## src/logic/arx_pkg.sv

```systemverilog
package arx_pkg;
	localparam int ADDR_W = 5;
	localparam int DATA_W = 8;
	localparam logic [ADDR_W-1:0] ADDR_STAT1 = 5'h00;
	localparam logic [ADDR_W-1:0] ADDR_STAT2 = 5'h01;
	localparam logic [ADDR_W-1:0] ADDR_SYS_CTL = 5'h02;
	localparam logic [ADDR_W-1:0] ADDR_SER_CTL = 5'h03;
	localparam logic [ADDR_W-1:0] ADDR_BUF_BASE = 5'h04;
	localparam int BUF_BYTES = 28;
	localparam logic [DATA_W-1:0] REG_RESET = 8'h00;
	localparam int SER_EDGE_BIT = 0;
	localparam int SER_MASTER_BIT = 1;
	localparam int SYS_SELECT_BIT = 0;
	localparam int SYS_MODE_LSB = 1;
	localparam int SYS_REPEAT_BIT = 3;
	localparam int SYS_SRC_BIT = 4;
	localparam int SYS_DOUBLE_BIT = 5;
	localparam int ERR_W = 5;
	localparam int SR1_ERF_BIT = 3;
	localparam int SR1_SLIP_BIT = 4;
	localparam int MCLK_PER_BCLK = 4;
	localparam int BCLK_PER_SAMPLE = 32;
	localparam int SAMPLE_W = 24;
	localparam int MCLK_PER_SAMPLE = MCLK_PER_BCLK * BCLK_PER_SAMPLE;
	typedef enum logic [1:0] {
		BUF_MODE0 = 2'h0,
		BUF_MODE1 = 2'h1,
		BUF_MODE2 = 2'h2,
		BUF_MODE_RSV = 2'h3
	} arx_buf_mode_t;
	typedef enum logic [1:0] {
		PP_IDLE = 2'h0,
		PP_READ = 2'h1,
		PP_WRITE = 2'h3
	} arx_pp_state_t;
	typedef enum logic [1:0] {
		VCO_RUN = 2'h0,
		VCO_UP = 2'h1,
		VCO_DOWN = 2'h3,
		VCO_MIN = 2'h2
	} arx_vco_t;
endpackage : arx_pkg

```

## src/logic/arx_receiver.sv

```systemverilog
// Summary of operation
// - master mode: 32 bit clocks per sample
// - master bit makes clock and sync outputs
// - master clock 128x, bit clock 32x, sync
// - master bit clock is master clock over four
// - sync from divider or incoming stream
// - unlocked steer oscillator; no data: minimum
// - port reaches status, enable, control, buffer
// - status and enable pairs share addresses 0,1
// - write strobe stores host data at address
// - read strobe drives addressed contents out
// - three buffer modes from two-bit field
// - audio out serially, control into buffer
// - option repeats previous sample on error
// - select zero shows status, one enables
// - system control at 2, serial at 3
// - control and enable registers reset to zero
`timescale 1ns/1ps
`default_nettype none
module arx_receiver (
	input wire logic mclk,
	input wire logic reset,
	output logic recovered_master_clock,
	input wire logic rx_data_present,
	input wire logic rx_lock,
	input wire logic rx_freq_low,
	input wire logic rx_freq_high,
	output logic vco_steer_up,
	output logic vco_steer_down,
	output logic vco_hold_min,
	input wire logic rx_sample_valid,
	input wire logic rx_sample_chan,
	input wire logic [arx_pkg::SAMPLE_W-1:0] rx_sample,
	input wire logic rx_sample_err,
	input wire logic [arx_pkg::ERR_W-1:0] rx_err,
	input wire logic rx_stream_sync,
	input wire logic rx_ctrl_valid,
	input wire logic [1:0] rx_ctrl_kind,
	input wire logic [arx_pkg::ADDR_W-1:0] rx_ctrl_index,
	input wire logic [arx_pkg::DATA_W-1:0] rx_ctrl_byte,
	input wire logic bit_clock_in,
	output logic bit_clock_out,
	output logic bit_clock_oe,
	input wire logic frame_sync_in,
	output logic frame_sync_out,
	output logic frame_sync_oe,
	output logic serial_data_out,
	input wire logic cs_n,
	input wire logic rd_wr,
	input wire logic [arx_pkg::ADDR_W-1:0] addr,
	input wire logic [arx_pkg::DATA_W-1:0] data_in,
	output logic [arx_pkg::DATA_W-1:0] data_out,
	output logic data_oe
);
	import arx_pkg::*;
	localparam int DIV_W = $clog2(MCLK_PER_BCLK);
	localparam int BIT_W = $clog2(BCLK_PER_SAMPLE);
	localparam int GAP_W = $clog2(MCLK_PER_SAMPLE) + 1;
	localparam int PAD_W = BCLK_PER_SAMPLE - SAMPLE_W;
	localparam logic [DIV_W-1:0] DIV_LAST = DIV_W'(MCLK_PER_BCLK - 1);
	localparam logic [DIV_W-1:0] DIV_HALF = DIV_W'(MCLK_PER_BCLK / 2 - 1);
	localparam logic [BIT_W-1:0] BIT_LAST = BIT_W'(BCLK_PER_SAMPLE - 1);
	localparam logic [BIT_W-1:0] BIT_MID = BIT_W'(BCLK_PER_SAMPLE / 2 - 1);
	localparam logic [GAP_W-1:0] GAP_LAST = GAP_W'(MCLK_PER_SAMPLE - 1);
	localparam logic [ADDR_W-1:0] BUF_SIZE = ADDR_W'(BUF_BYTES);

	logic [DATA_W-1:0] sys_ctl_ff, ser_ctl_ff, ier1_ff, ier2_ff;
	logic [DATA_W-1:0] sr1_ff, sr2_ff, data_out_ff, wr_data_ff;
	logic [DATA_W-1:0] buf_mem [BUF_BYTES];
	logic [ADDR_W-1:0] addr_ff;
	logic cs_n_ff, bclk_in_ff, sync_seen_ff, sck_ff, sync_ff;
	logic [DIV_W-1:0] div_ff;
	logic [BIT_W-1:0] bit_ff;
	logic [BCLK_PER_SAMPLE-1:0] shift_ff;
	logic [SAMPLE_W-1:0] sample_ff [2];
	logic [1:0] fresh_ff;
	arx_pp_state_t pp_ff, nxt_pp;
	arx_vco_t vco_ff, nxt_vco;
	logic ctrl_accept;

	// master clock is the recovered oscillator itself
	assign recovered_master_clock = mclk;

	// control decode
	wire master = ser_ctl_ff[SER_MASTER_BIT];
	wire edge_fall = ser_ctl_ff[SER_EDGE_BIT];
	wire sel_ier = sys_ctl_ff[SYS_SELECT_BIT];
	wire repeat_en = sys_ctl_ff[SYS_REPEAT_BIT];
	wire src_stream = sys_ctl_ff[SYS_SRC_BIT];
	wire sync_double = sys_ctl_ff[SYS_DOUBLE_BIT];
	wire [1:0] buf_mode = sys_ctl_ff[SYS_MODE_LSB +: 2];

	// serial clock events
	wire [DIV_W-1:0] nxt_div = div_ff + DIV_W'(1);
	wire m_rise = div_ff == DIV_HALF;
	wire m_fall = div_ff == DIV_LAST;
	wire s_rise = bit_clock_in & ~bclk_in_ff;
	wire s_fall = ~bit_clock_in & bclk_in_ff;
	wire clk_rise = master ? m_rise : s_rise;
	wire clk_fall = master ? m_fall : s_fall;
	wire launch = edge_fall ? clk_fall : clk_rise;
	wire sync_toggle = master & launch &
		(bit_ff == BIT_LAST | (sync_double & bit_ff == BIT_MID));
	wire div_sync = sync_toggle ? ~sync_ff : sync_ff;
	wire nxt_sync = src_stream ? rx_stream_sync : div_sync;
	// slave framing trusts the far clock to give whole 32-bit words
	wire s_load = ~master & launch & (frame_sync_in != sync_seen_ff);
	wire m_load = master & launch & (bit_ff == BIT_LAST);
	wire load = m_load | s_load;
	wire load_chan = master ? nxt_sync : frame_sync_in;
	wire slip_evt = load & ~fresh_ff[load_chan];
	wire keep_old = rx_sample_err & repeat_en;

	// parallel port strobe decode
	wire cs_fall = ~cs_n & cs_n_ff;
	wire cs_rise = cs_n & ~cs_n_ff;
	wire commit_wr = (pp_ff == PP_WRITE) & cs_rise;
	wire commit_rd = (pp_ff == PP_READ) & cs_rise;
	wire wr_buf = commit_wr & (addr_ff >= ADDR_BUF_BASE);
	wire [ADDR_W-1:0] buf_idx = addr - ADDR_BUF_BASE;
	wire [ADDR_W-1:0] wr_idx = addr_ff - ADDR_BUF_BASE;
	wire clr1 = commit_rd & ~sel_ier & (addr_ff == ADDR_STAT1);
	wire clr2 = commit_rd & ~sel_ier & (addr_ff == ADDR_STAT2);
	wire erf_evt = |(rx_err & ier2_ff[ERR_W-1:0]);
	wire [DATA_W-1:0] set1 = (DATA_W'(erf_evt) << SR1_ERF_BIT) |
		(DATA_W'(slip_evt & ~master) << SR1_SLIP_BIT);
	wire [DATA_W-1:0] set2 = DATA_W'(rx_err);
	// read mux
	wire [DATA_W-1:0] stat1_view = sel_ier ? ier1_ff : sr1_ff;
	wire [DATA_W-1:0] stat2_view = sel_ier ? ier2_ff : sr2_ff;
	wire [DATA_W-1:0] rd_val =
		(addr == ADDR_STAT1) ? stat1_view :
		(addr == ADDR_STAT2) ? stat2_view :
		(addr == ADDR_SYS_CTL) ? sys_ctl_ff :
		(addr == ADDR_SER_CTL) ? ser_ctl_ff : buf_mem[buf_idx];

	assign data_oe = ~cs_n & rd_wr;
	assign data_out = data_out_ff;
	assign bit_clock_out = sck_ff;
	assign bit_clock_oe = master;
	assign frame_sync_out = sync_ff;
	assign frame_sync_oe = master;
	assign serial_data_out = shift_ff[BCLK_PER_SAMPLE-1];
	assign vco_steer_up = vco_ff == VCO_UP;
	assign vco_steer_down = vco_ff == VCO_DOWN;
	assign vco_hold_min = vco_ff == VCO_MIN;

	// reserved mode stores nothing rather than guess a layout
	always_comb begin
		case (buf_mode)
		BUF_MODE0: ctrl_accept = rx_ctrl_kind == 2'h0;
		BUF_MODE1: ctrl_accept = rx_ctrl_kind <= 2'h1;
		BUF_MODE2: ctrl_accept = rx_ctrl_kind != 2'h1 && rx_ctrl_kind != 2'h3;
		default: ctrl_accept = 1'b0;
		endcase
	end

	always_comb begin
		nxt_pp = pp_ff;
		case (pp_ff)
		PP_IDLE: if (cs_fall) nxt_pp = rd_wr ? PP_READ : PP_WRITE;
		PP_READ: if (cs_rise) nxt_pp = PP_IDLE;
		PP_WRITE: if (cs_rise) nxt_pp = PP_IDLE;
		default: nxt_pp = PP_IDLE;
		endcase
	end

	always_comb begin
		case ({rx_data_present, rx_lock})
		2'b10: nxt_vco = rx_freq_low ? VCO_UP :
			(rx_freq_high ? VCO_DOWN : VCO_RUN);
		2'b11: nxt_vco = VCO_RUN;
		default: nxt_vco = VCO_MIN;
		endcase
	end

	always_ff @(posedge mclk) begin
		if (reset) begin
			pp_ff <= PP_IDLE;
			vco_ff <= VCO_MIN;
			cs_n_ff <= 1'b1;
			addr_ff <= '0;
			wr_data_ff <= REG_RESET;
			data_out_ff <= REG_RESET;
		end else begin
			pp_ff <= nxt_pp;
			vco_ff <= nxt_vco;
			cs_n_ff <= cs_n;
			if (cs_fall)
				addr_ff <= addr;
			// data is only guaranteed up to the rising strobe edge
			if (pp_ff == PP_WRITE && !cs_n)
				wr_data_ff <= data_in;
			if (data_oe)
				data_out_ff <= rd_val;
		end
	end

	// host registers; hardware set wins over read clear
	always_ff @(posedge mclk) begin
		if (reset) begin
			sys_ctl_ff <= REG_RESET;
			ser_ctl_ff <= REG_RESET;
			ier1_ff <= REG_RESET;
			ier2_ff <= REG_RESET;
			sr1_ff <= REG_RESET;
			sr2_ff <= REG_RESET;
		end else begin
			sr1_ff <= (clr1 ? REG_RESET : sr1_ff) | set1;
			sr2_ff <= (clr2 ? REG_RESET : sr2_ff) | set2;
			if (commit_wr) begin
				if (addr_ff == ADDR_STAT1 && sel_ier)
					ier1_ff <= wr_data_ff;
				if (addr_ff == ADDR_STAT2 && sel_ier)
					ier2_ff <= wr_data_ff;
				if (addr_ff == ADDR_SYS_CTL)
					sys_ctl_ff <= wr_data_ff;
				if (addr_ff == ADDR_SER_CTL)
					ser_ctl_ff <= wr_data_ff;
			end
		end
	end

	// host write wins a same-cycle collision with the stream
	always_ff @(posedge mclk) begin
		if (rx_ctrl_valid && ctrl_accept && rx_ctrl_index < BUF_SIZE)
			buf_mem[rx_ctrl_index] <= rx_ctrl_byte;
		if (wr_buf)
			buf_mem[wr_idx] <= wr_data_ff;
	end

	// serial port timing
	always_ff @(posedge mclk) begin
		if (reset) begin
			div_ff <= '0;
			sck_ff <= 1'b0;
			bit_ff <= '0;
			sync_ff <= 1'b0;
			bclk_in_ff <= 1'b0;
			sync_seen_ff <= 1'b0;
			shift_ff <= '0;
		end else begin
			div_ff <= nxt_div;
			sck_ff <= nxt_div > DIV_HALF;
			bclk_in_ff <= bit_clock_in;
			sync_ff <= nxt_sync;
			if (m_load)
				bit_ff <= '0;
			else if (master && launch)
				bit_ff <= bit_ff + BIT_W'(1);
			if (!master && launch)
				sync_seen_ff <= frame_sync_in;
			if (load)
				shift_ff <= {sample_ff[load_chan], PAD_W'(0)};
			else if (launch)
				shift_ff <= shift_ff << 1;
		end
	end

	// per-channel sample hold; the consumer clears fresh, arrival sets it
	genvar ch;
	generate
		for (ch = 0; ch < 2; ch++) begin : g_chan
			wire hit = rx_sample_valid & (rx_sample_chan == ch);
			always_ff @(posedge mclk) begin
				if (reset) begin
					sample_ff[ch] <= '0;
					fresh_ff[ch] <= 1'b0;
				end else begin
					if (hit && !keep_old)
						sample_ff[ch] <= rx_sample;
					if (hit)
						fresh_ff[ch] <= 1'b1;
					else if (load && load_chan == ch)
						fresh_ff[ch] <= 1'b0;
				end
			end
		end
	endgenerate

	// checks
	logic [GAP_W-1:0] gap_ff;
	logic prime_ff;
	// a serial control write may cut the word in flight short
	wire ser_wr = commit_wr & (addr_ff == ADDR_SER_CTL);
	always_ff @(posedge mclk) begin
		if (reset || !master || ser_wr) begin
			gap_ff <= '0;
			prime_ff <= 1'b0;
		end else if (m_load) begin
			gap_ff <= '0;
			prime_ff <= 1'b1;
		end else begin
			gap_ff <= gap_ff + GAP_W'(1);
		end
	end
endmodule : arx_receiver
`default_nettype wire

```

## config.mk

```make
export PLATFORM = sky130hd
export DESIGN_NAME = arx_receiver
export DESIGN_NICKNAME = d
export VERILOG_FILES = /design/src/logic/arx_pkg.sv /design/src/logic/arx_receiver.sv
export SDC_FILE = /design/constraint.sdc
export NUM_CORES = 1
export LEC_CHECK = 0
export BUFFER_PORTS_ARGS = -buffer_cell sky130_fd_sc_hd__buf_4
export CORE_ASPECT_RATIO = 1.25
export CORE_MARGIN = 1
export CORE_UTILIZATION = 49
export CTS_CLUSTER_DIAMETER = 30
export DETAILED_ROUTE_END_ITERATION = 7
export PLACE_DENSITY = 0.67
export SLEW_MARGIN = 40
export SYNTH_ARGS = -nofsm -noshare
export SYNTH_HDL_FRONTEND = slang
export SYNTH_SLANG_ARGS = --single-unit
```

## constraint.sdc

```tcl
create_clock -name mclk -period 4.2 [get_ports mclk]
set_clock_uncertainty 0.2 [all_clocks]
set_input_delay 1.26 -clock mclk [delete_from_list [all_inputs] [get_ports mclk]]
set_output_delay 1.26 -clock mclk [all_outputs]
set_load 0.005 [all_outputs]
```

==> results.md, run 1 <==
- Min setup slack post-route: 272 ps
- WHS: ~250 ps
- Worst Setup Start Kind: clock port
- Status: completed
- Main area contributors after synthesis: edfxtp_1 (44%), mux2_2 (14%), dfxtp_1 (11%)
- Final hold viol count: 0
- Critical-path cell list: clkbuf_16, clkbuf_16, buf_4
- DR iter-0 viols: 1015
- First-pass GRT wire length: 80100 um
- Hold_buf cts: 0
- Critical path capture point type: output pin
- Share of layout cells above drive strength 1: a little under two fifths
- Post-synth top flop: edfxtp_1
- Hold_sp: div_ff[0]$_SDFF_PP0_
- Yosys cell types: slightly above 60
- Vias per inst: 6.10
- WL final: roughly 53000 um
- CTS tree: done
- Dpl cell area: ~20000 um2
- CP Max Fanout: 2
- Max-cap violations: 0
- Number of gates resized after cts: 0
- Synthesized instance count: around 1.4k
- R2r worst-path depth: 7
- Post-synth EDFFs: around 270
- Drt drc: 0
- Synthesized Nets: approximately 1.5k
- Sequential share of power: between 30% and 40%
- GPL Wtd Cong: roughly 0.90
- Largest net degree at the start of global routing: 52
- Synth warn: 0
- Cell row count: a little under 80
- Placement Setup Slack: about 380 ps
- GRT Overall Usage: roughly 28%
- RSZ-0062 raised after global routing: false
- Bufs and invs on worst path: 3
- Number of synthesized register bits: 373
- Delay-heaviest family, CP: buffers and inverters
- Post-DR wirelength/cell: about 26 um
- Leading cell types by count after synthesis: edfxtp_1 (272), mux2_2 (226), dfxtp_1 (101)
- Crit path arrival time: roughly 2500 ps
- Critical Path Start: mclk
- Hold crit path type: reg2reg
- Slowest CP cell: clkbuf_16
- Post-DP HPWL: approximately 33000 um
- Routed via count: roughly 13k
- Setup violators final: 0
- Hold depth: 1
- Clock power share: 57.1%
- FF-to-FF setup slack: between 900 and 1000 ps
- Post-synth top area share: approximately 44%
- Starting Density: between 40% and 50%
- Io pins: 90
- Post-route ant nets: 0
- Router iterations before antenna repair: 8
- PD cells: 492 nW/um2
- TNS Setup: 0 ps
- P_int: 8.50 mW
- Slew margin rel.: 49.1%
- Mapped Area: roughly 18000 um2
- Port Buffers: 89
- Worst path most repeated cell: clkbuf_16
- Util after Layout: between 60% and 70%
- Sequential share of the synthesized area: ~55%
- Ant diodes: 0
- Worst-Margin Slew: ~760 ps
- Comb power frac: 6.0%
- Clock latency at the later pin of the worst-skew pair: about 700 ps
- Count leader, synth: edfxtp_1
- Switching power share of the total: about 23%
- Crit path depth: 3
- Setup CP Type: clk2out
- Biggest area consumer among synthesized cells: edfxtp_1
- Layout Nets: between 1.5k and 2k
- Static Leak: just over 8 nW
- Max-slew violations: 0
- Die Wd: about 180 um
- Critical Path RT: about 2700 ps
- Net switching power: approximately 2.6 mW
- Max IR drop VDD: slightly above 0.4 mV
- Die H: 219 um
- Die area: between 30000 and 40000 um2
- Slowest stage delay, CP: between 100 and 150 ps
- Syn_area_per_cell: approximately 13 um2
- Initial antenna violation count: 1
- Final instance area: between 20000 and 25000 um2
- P&R area growth vs syn: 21.7%
- CTS clk-pin slew, worst paths: around 50 ps
- Vias in the first global route: between 10k and 15k
- Overflow after GRT: 0
- Setup Fix Bufs, Post-CTS: 0
- Reg2reg start: addr_ff[2]$_SDFFE_PP0P_
- Fraction of registers with async set/reset: 0%
- Core ar.: about 37000 um2
-- state kept, by name, indices dropped and copies added, names as in the netlist, 8 cells and up --
register / flops
sample_ff: 48
sys_ctl_ff: 8
shift_ff: 24
ier2_ff: 8
ier1_ff: 8
data_out: 8
buf_mem: 224
ser_ctl_ff: 8
wr_data_ff: 8
-- final cells by class --
class / count / area (um2)
clock inverter: 58 / 664
multi-input combinational: 912 / 7750
timing repair buffer: 150 / 1140
tap: 486 / 608
sequential: 373 / 10200
inverter: 15 / 56.3
clock buffer: 88 / 2080
fill: 2950 / 14700
-- worst reg2reg max path: cells and delay by family, from the launching register on --
family	cells	cell delay (ps)
simple gates	3	1510
compound gates	2	280
buf+inv	1	200
fa+ha+maj	1	200
flops	1	520
-- cells in the final DEF (no fill, tap or decap), types with 53 or more instances in the layout --
| cell type | instances |
|---|---|
| a21oi_1 | 53 |
| and2_1 | 53 |
| buf_4 | 150 |
| clkbuf_16 | 80 |
| dfxtp_1 | 93 |
| edfxtp_1 | 272 |
| mux2_2 | 226 |
| mux2i_1 | 83 |
| nand2_1 | 86 |
| nor2_1 | 75 |
-- through the flow --
stage | instances | power (mW)
floorplan | 1426 | 4.57
global placement | 1937 | 4.81
detailed placement | 1937 | 4.82
CTS | 2082 | 11.1
global route | 2082 | 11.4
finish | 2082 | 11.1
-- worst paths after layout --
kind	end
max	recovered_master_clock
min	div_ff[0]$_SDFF_PP0_
max reg2reg	buf_mem[12][6]$_DFFE_PP_
min reg2reg	div_ff[0]$_SDFF_PP0_
-- power by group through the flow --
stage | combinational (mW) | sequential (mW) | clock [mW]
after floorplan | 0.425 | 4.13 | 0.0154
after global placement | 0.646 | 4.15 | 0.0154
after detailed placement | 0.657 | 4.15 | 0.0154
after CTS | 0.663 | 4.08 | 6.39
after global routing | 0.713 | 4.08 | 6.57
final | 0.668 | 4.08 | 6.32
-- logic make-up after synthesis --
| group | share of synthesized area [%] |
|---|---|
| flip-flops | 55.1 |
| multiplexers | 24.8 |
| AND/OR/NAND/NOR | 9.86 |
| AO/OA/AOI/OAI | 6.16 |
| buffers and inverters | 3.15 |
| adder cells (fa/ha/maj) | 0.676 |
| XOR/XNOR | 0.237 |
-- layer usage --
metal	vias to the layer above	track usage, %	wire [um]	share of wire [%]
met5	-	0	13	0.024
met4	2	14.7	2300	4.3
met3	159	4.99	3550	6.7
met2	538	48.9	26900	51
met1	6364	33.4	20400	38
li1	5636	-	-	-
No activity file was read; power rests on OpenSTA's default activity.
==> run 2: changes to the inputs <==
--- a/config.mk
+++ b/config.mk
@@ -5,13 +5,13 @@
 export SDC_FILE = /design/constraint.sdc
 export NUM_CORES = 1
 export LEC_CHECK = 0
-export BUFFER_PORTS_ARGS = -buffer_cell sky130_fd_sc_hd__buf_4
 export CORE_ASPECT_RATIO = 1.25
 export CORE_MARGIN = 1
 export CORE_UTILIZATION = 49
 export CTS_CLUSTER_DIAMETER = 30
 export DETAILED_ROUTE_END_ITERATION = 7
-export PLACE_DENSITY = 0.67
+export DONT_BUFFER_PORTS = 1
+export PLACE_DENSITY = 0.65
 export SLEW_MARGIN = 40
 export SYNTH_ARGS = -nofsm -noshare
 export SYNTH_HDL_FRONTEND = slang
==> run 2 against run 1 <==
Effect of this change:
- non-clock buffer count shrank 102
- first-iteration DRC count shrank 0.89%
- routed wire length shrank 5.2%
- final cell count shrank 5.7%
- highest routed layer is now met4
- via count shrank 4.7%
- largest power group unchanged
- critical path type unchanged
- setup slack gained 370 ps
==> results.md, run 2 (same netlist as run 1, synthesis figures left out) <==
- Status: completed
- Die H: approximately 220 um
- Most flop-heavy register: buf_mem
- Largest registers: buf_mem x224, sample_ff x48, shift_ff x24
- Reg2reg end: buf_mem[26][2]$_DFFE_PP_
- Max-cap violations: 0
- Vias per inst: 6.16
- GRT Overall Usage: between 20% and 30%
- Max IR drop VDD: about 0.26 mV
- CTS tree: done
- DR iter-0 viols: about 1.0k
- TNS Setup: 0 ps
- Clk buf depth: 3
- Clk Tree Root Cell: clkbuf_16
- Most frequent cells in the layout: edfxtp_1 (272), mux2_2 (226), dfxtp_1 (93)
- Final instance area: 21500 um2
- Post-DR wirelength/cell: 25.7 um
- CP Max Fanout: 2
- M3 GR Usage: 6.69%
- Number of gates resized after cts: 0
- WL final: around 50000 um
- Static Leak: about 7.5 nW
- WHS: 259 ps
- Number of H-tree levels: 3
- Min setup slack post-route: between 600 and 700 ps
- Post-route ant nets: 0
- Ant diodes: 0
- Met1 Use GR: a little under a third
- CTS sink cnt: roughly 370
- Initial antenna violation count: 0
- Hold crit path type: reg2reg
- First-pass GRT wire length: between 70000 and 80000 um
- Max-slew violations: 0
- Hold depth: 1
- FF-to-FF setup slack: slightly above 1000 ps
- Cell row count: just under 80
- Placement Setup Slack: about 480 ps
- Setup violators final: 0
- Dpl cell area: approximately 19000 um2
- Largest net degree at the start of global routing: 88
- Critical path capture point type: output pin
- Setup Fix Bufs, Post-CTS: 0
- R2r worst-path depth: 7
- Hold_sp: div_ff[0]$_SDFF_PP0_
- Routed via count: about 12k
- Overflow after GRT: 0
- GPL Wtd Cong: a little under 0.9
- Die Wd: between 150 and 200 um
- Worst-Margin Slew: about 780 ps
- Layout Nets: approximately 1.5k
- Reg2reg start: addr_ff[2]$_SDFFE_PP0P_
- Die area: a little under 40000 um2
- Util after Layout: 57.9%
- PD cells: around 490 nW/um2
- Crit path arrival time: 2100 ps
- Port Buffers: 0
- Vias in the first global route: ~12k
- Clock latency at the later pin of the worst-skew pair: about 570 ps
- CTS clk-pin slew, worst paths: approximately 50 ps
- Max reg flops: about 220
- Commonest non-fill, non-tap cell in the layout: edfxtp_1
- RSZ-0062 raised after global routing: false
- Drt drc: 0
- Layer with the highest usage: met2
- Worst Setup Start Kind: clock port
- Starting Density: between 40 and 50%
- Router iterations before antenna repair: 6
- Io pins: 90
- Met2 Track Usage GR: 45.0%
- Hold_buf cts: 0
- Slew margin rel.: 48.0%
- Core ar.: approximately 37000 um2
- Final hold viol count: 0
- P&R area growth vs syn: 16.4%
- Critical Path RT: 2740 ps
- Share of layout cells above drive strength 1: ~33%
- Setup CP Type: clk2out
- Post-DP HPWL: approximately 31000 um
- Hold Crit Endpoint: div_ff[0]$_SDFF_PP0_
- Num CTS Buffers: 70
run 2: changes by cell type in the layout (fill, tap and decap cells not counted), moves of 4 or more:
cell / delta
inv_6: +4
clkinvlp_4: -6
clkbuf_1: +4
clkinv_8: -4
clkbuf_8: -4
clkinv_1: -5
buf_4: -103
o21ai_0: -10
o21ai_1: +10
bufinv_16: +5
clkbuf_16: -9
run 2: layer usage:
layer  part of all wire, %  routed length [um]  vias to the layer above
met1                    39               19500                     6075
met4                   3.7                1880                        0
met5                     0                   0                        -
met2                    50               25000                      507
li1                      -                   -                     5397
met3                   8.0                4040                      119
run 2: worst max-delay path by stage:
stage                           from                        to  cells past startpoint
floorplan                    addr[2]  data_out[2]$_SDFFE_PP0P_                      9
finish                          mclk    recovered_master_clock                      0
detailed placement           addr[2]  data_out[3]$_SDFFE_PP0P_                      8
CTS                             mclk    recovered_master_clock                      0
global route                    mclk    recovered_master_clock                      0
global placement    rx_ctrl_index[4]  buf_mem[25][2]$_DFFE_PP_                      5
run 2: area by class of cell:
| cell class | instances | area, um2 |
|---|---|---|
| well taps | 486 | 608 |
| clock inverters | 51 | 702 |
| fillers | 2957 | 15600 |
| clock buffers | 78 | 1800 |
| flip-flops and latches | 373 | 10200 |
| multi-input cells | 912 | 7760 |
| repair buffers | 48 | 380 |
| inverters | 15 | 56.3 |
run 2: power breakdown:
group          internal, mW  switching, mW
logic                 0.237          0.240
registers              4.03         0.0465
clock network          4.00           1.99
total                  8.27           2.28
run 2: metrics by stage:
step / power [mW] / cells
6_report: 10.6 / 1963
5_1_grt: 10.8 / 1963
4_1_cts: 10.6 / 1963
3_5_place_dp: 4.62 / 1834
3_3_place_gp: 4.61 / 1833
2_1_floorplan: 4.57 / 1426
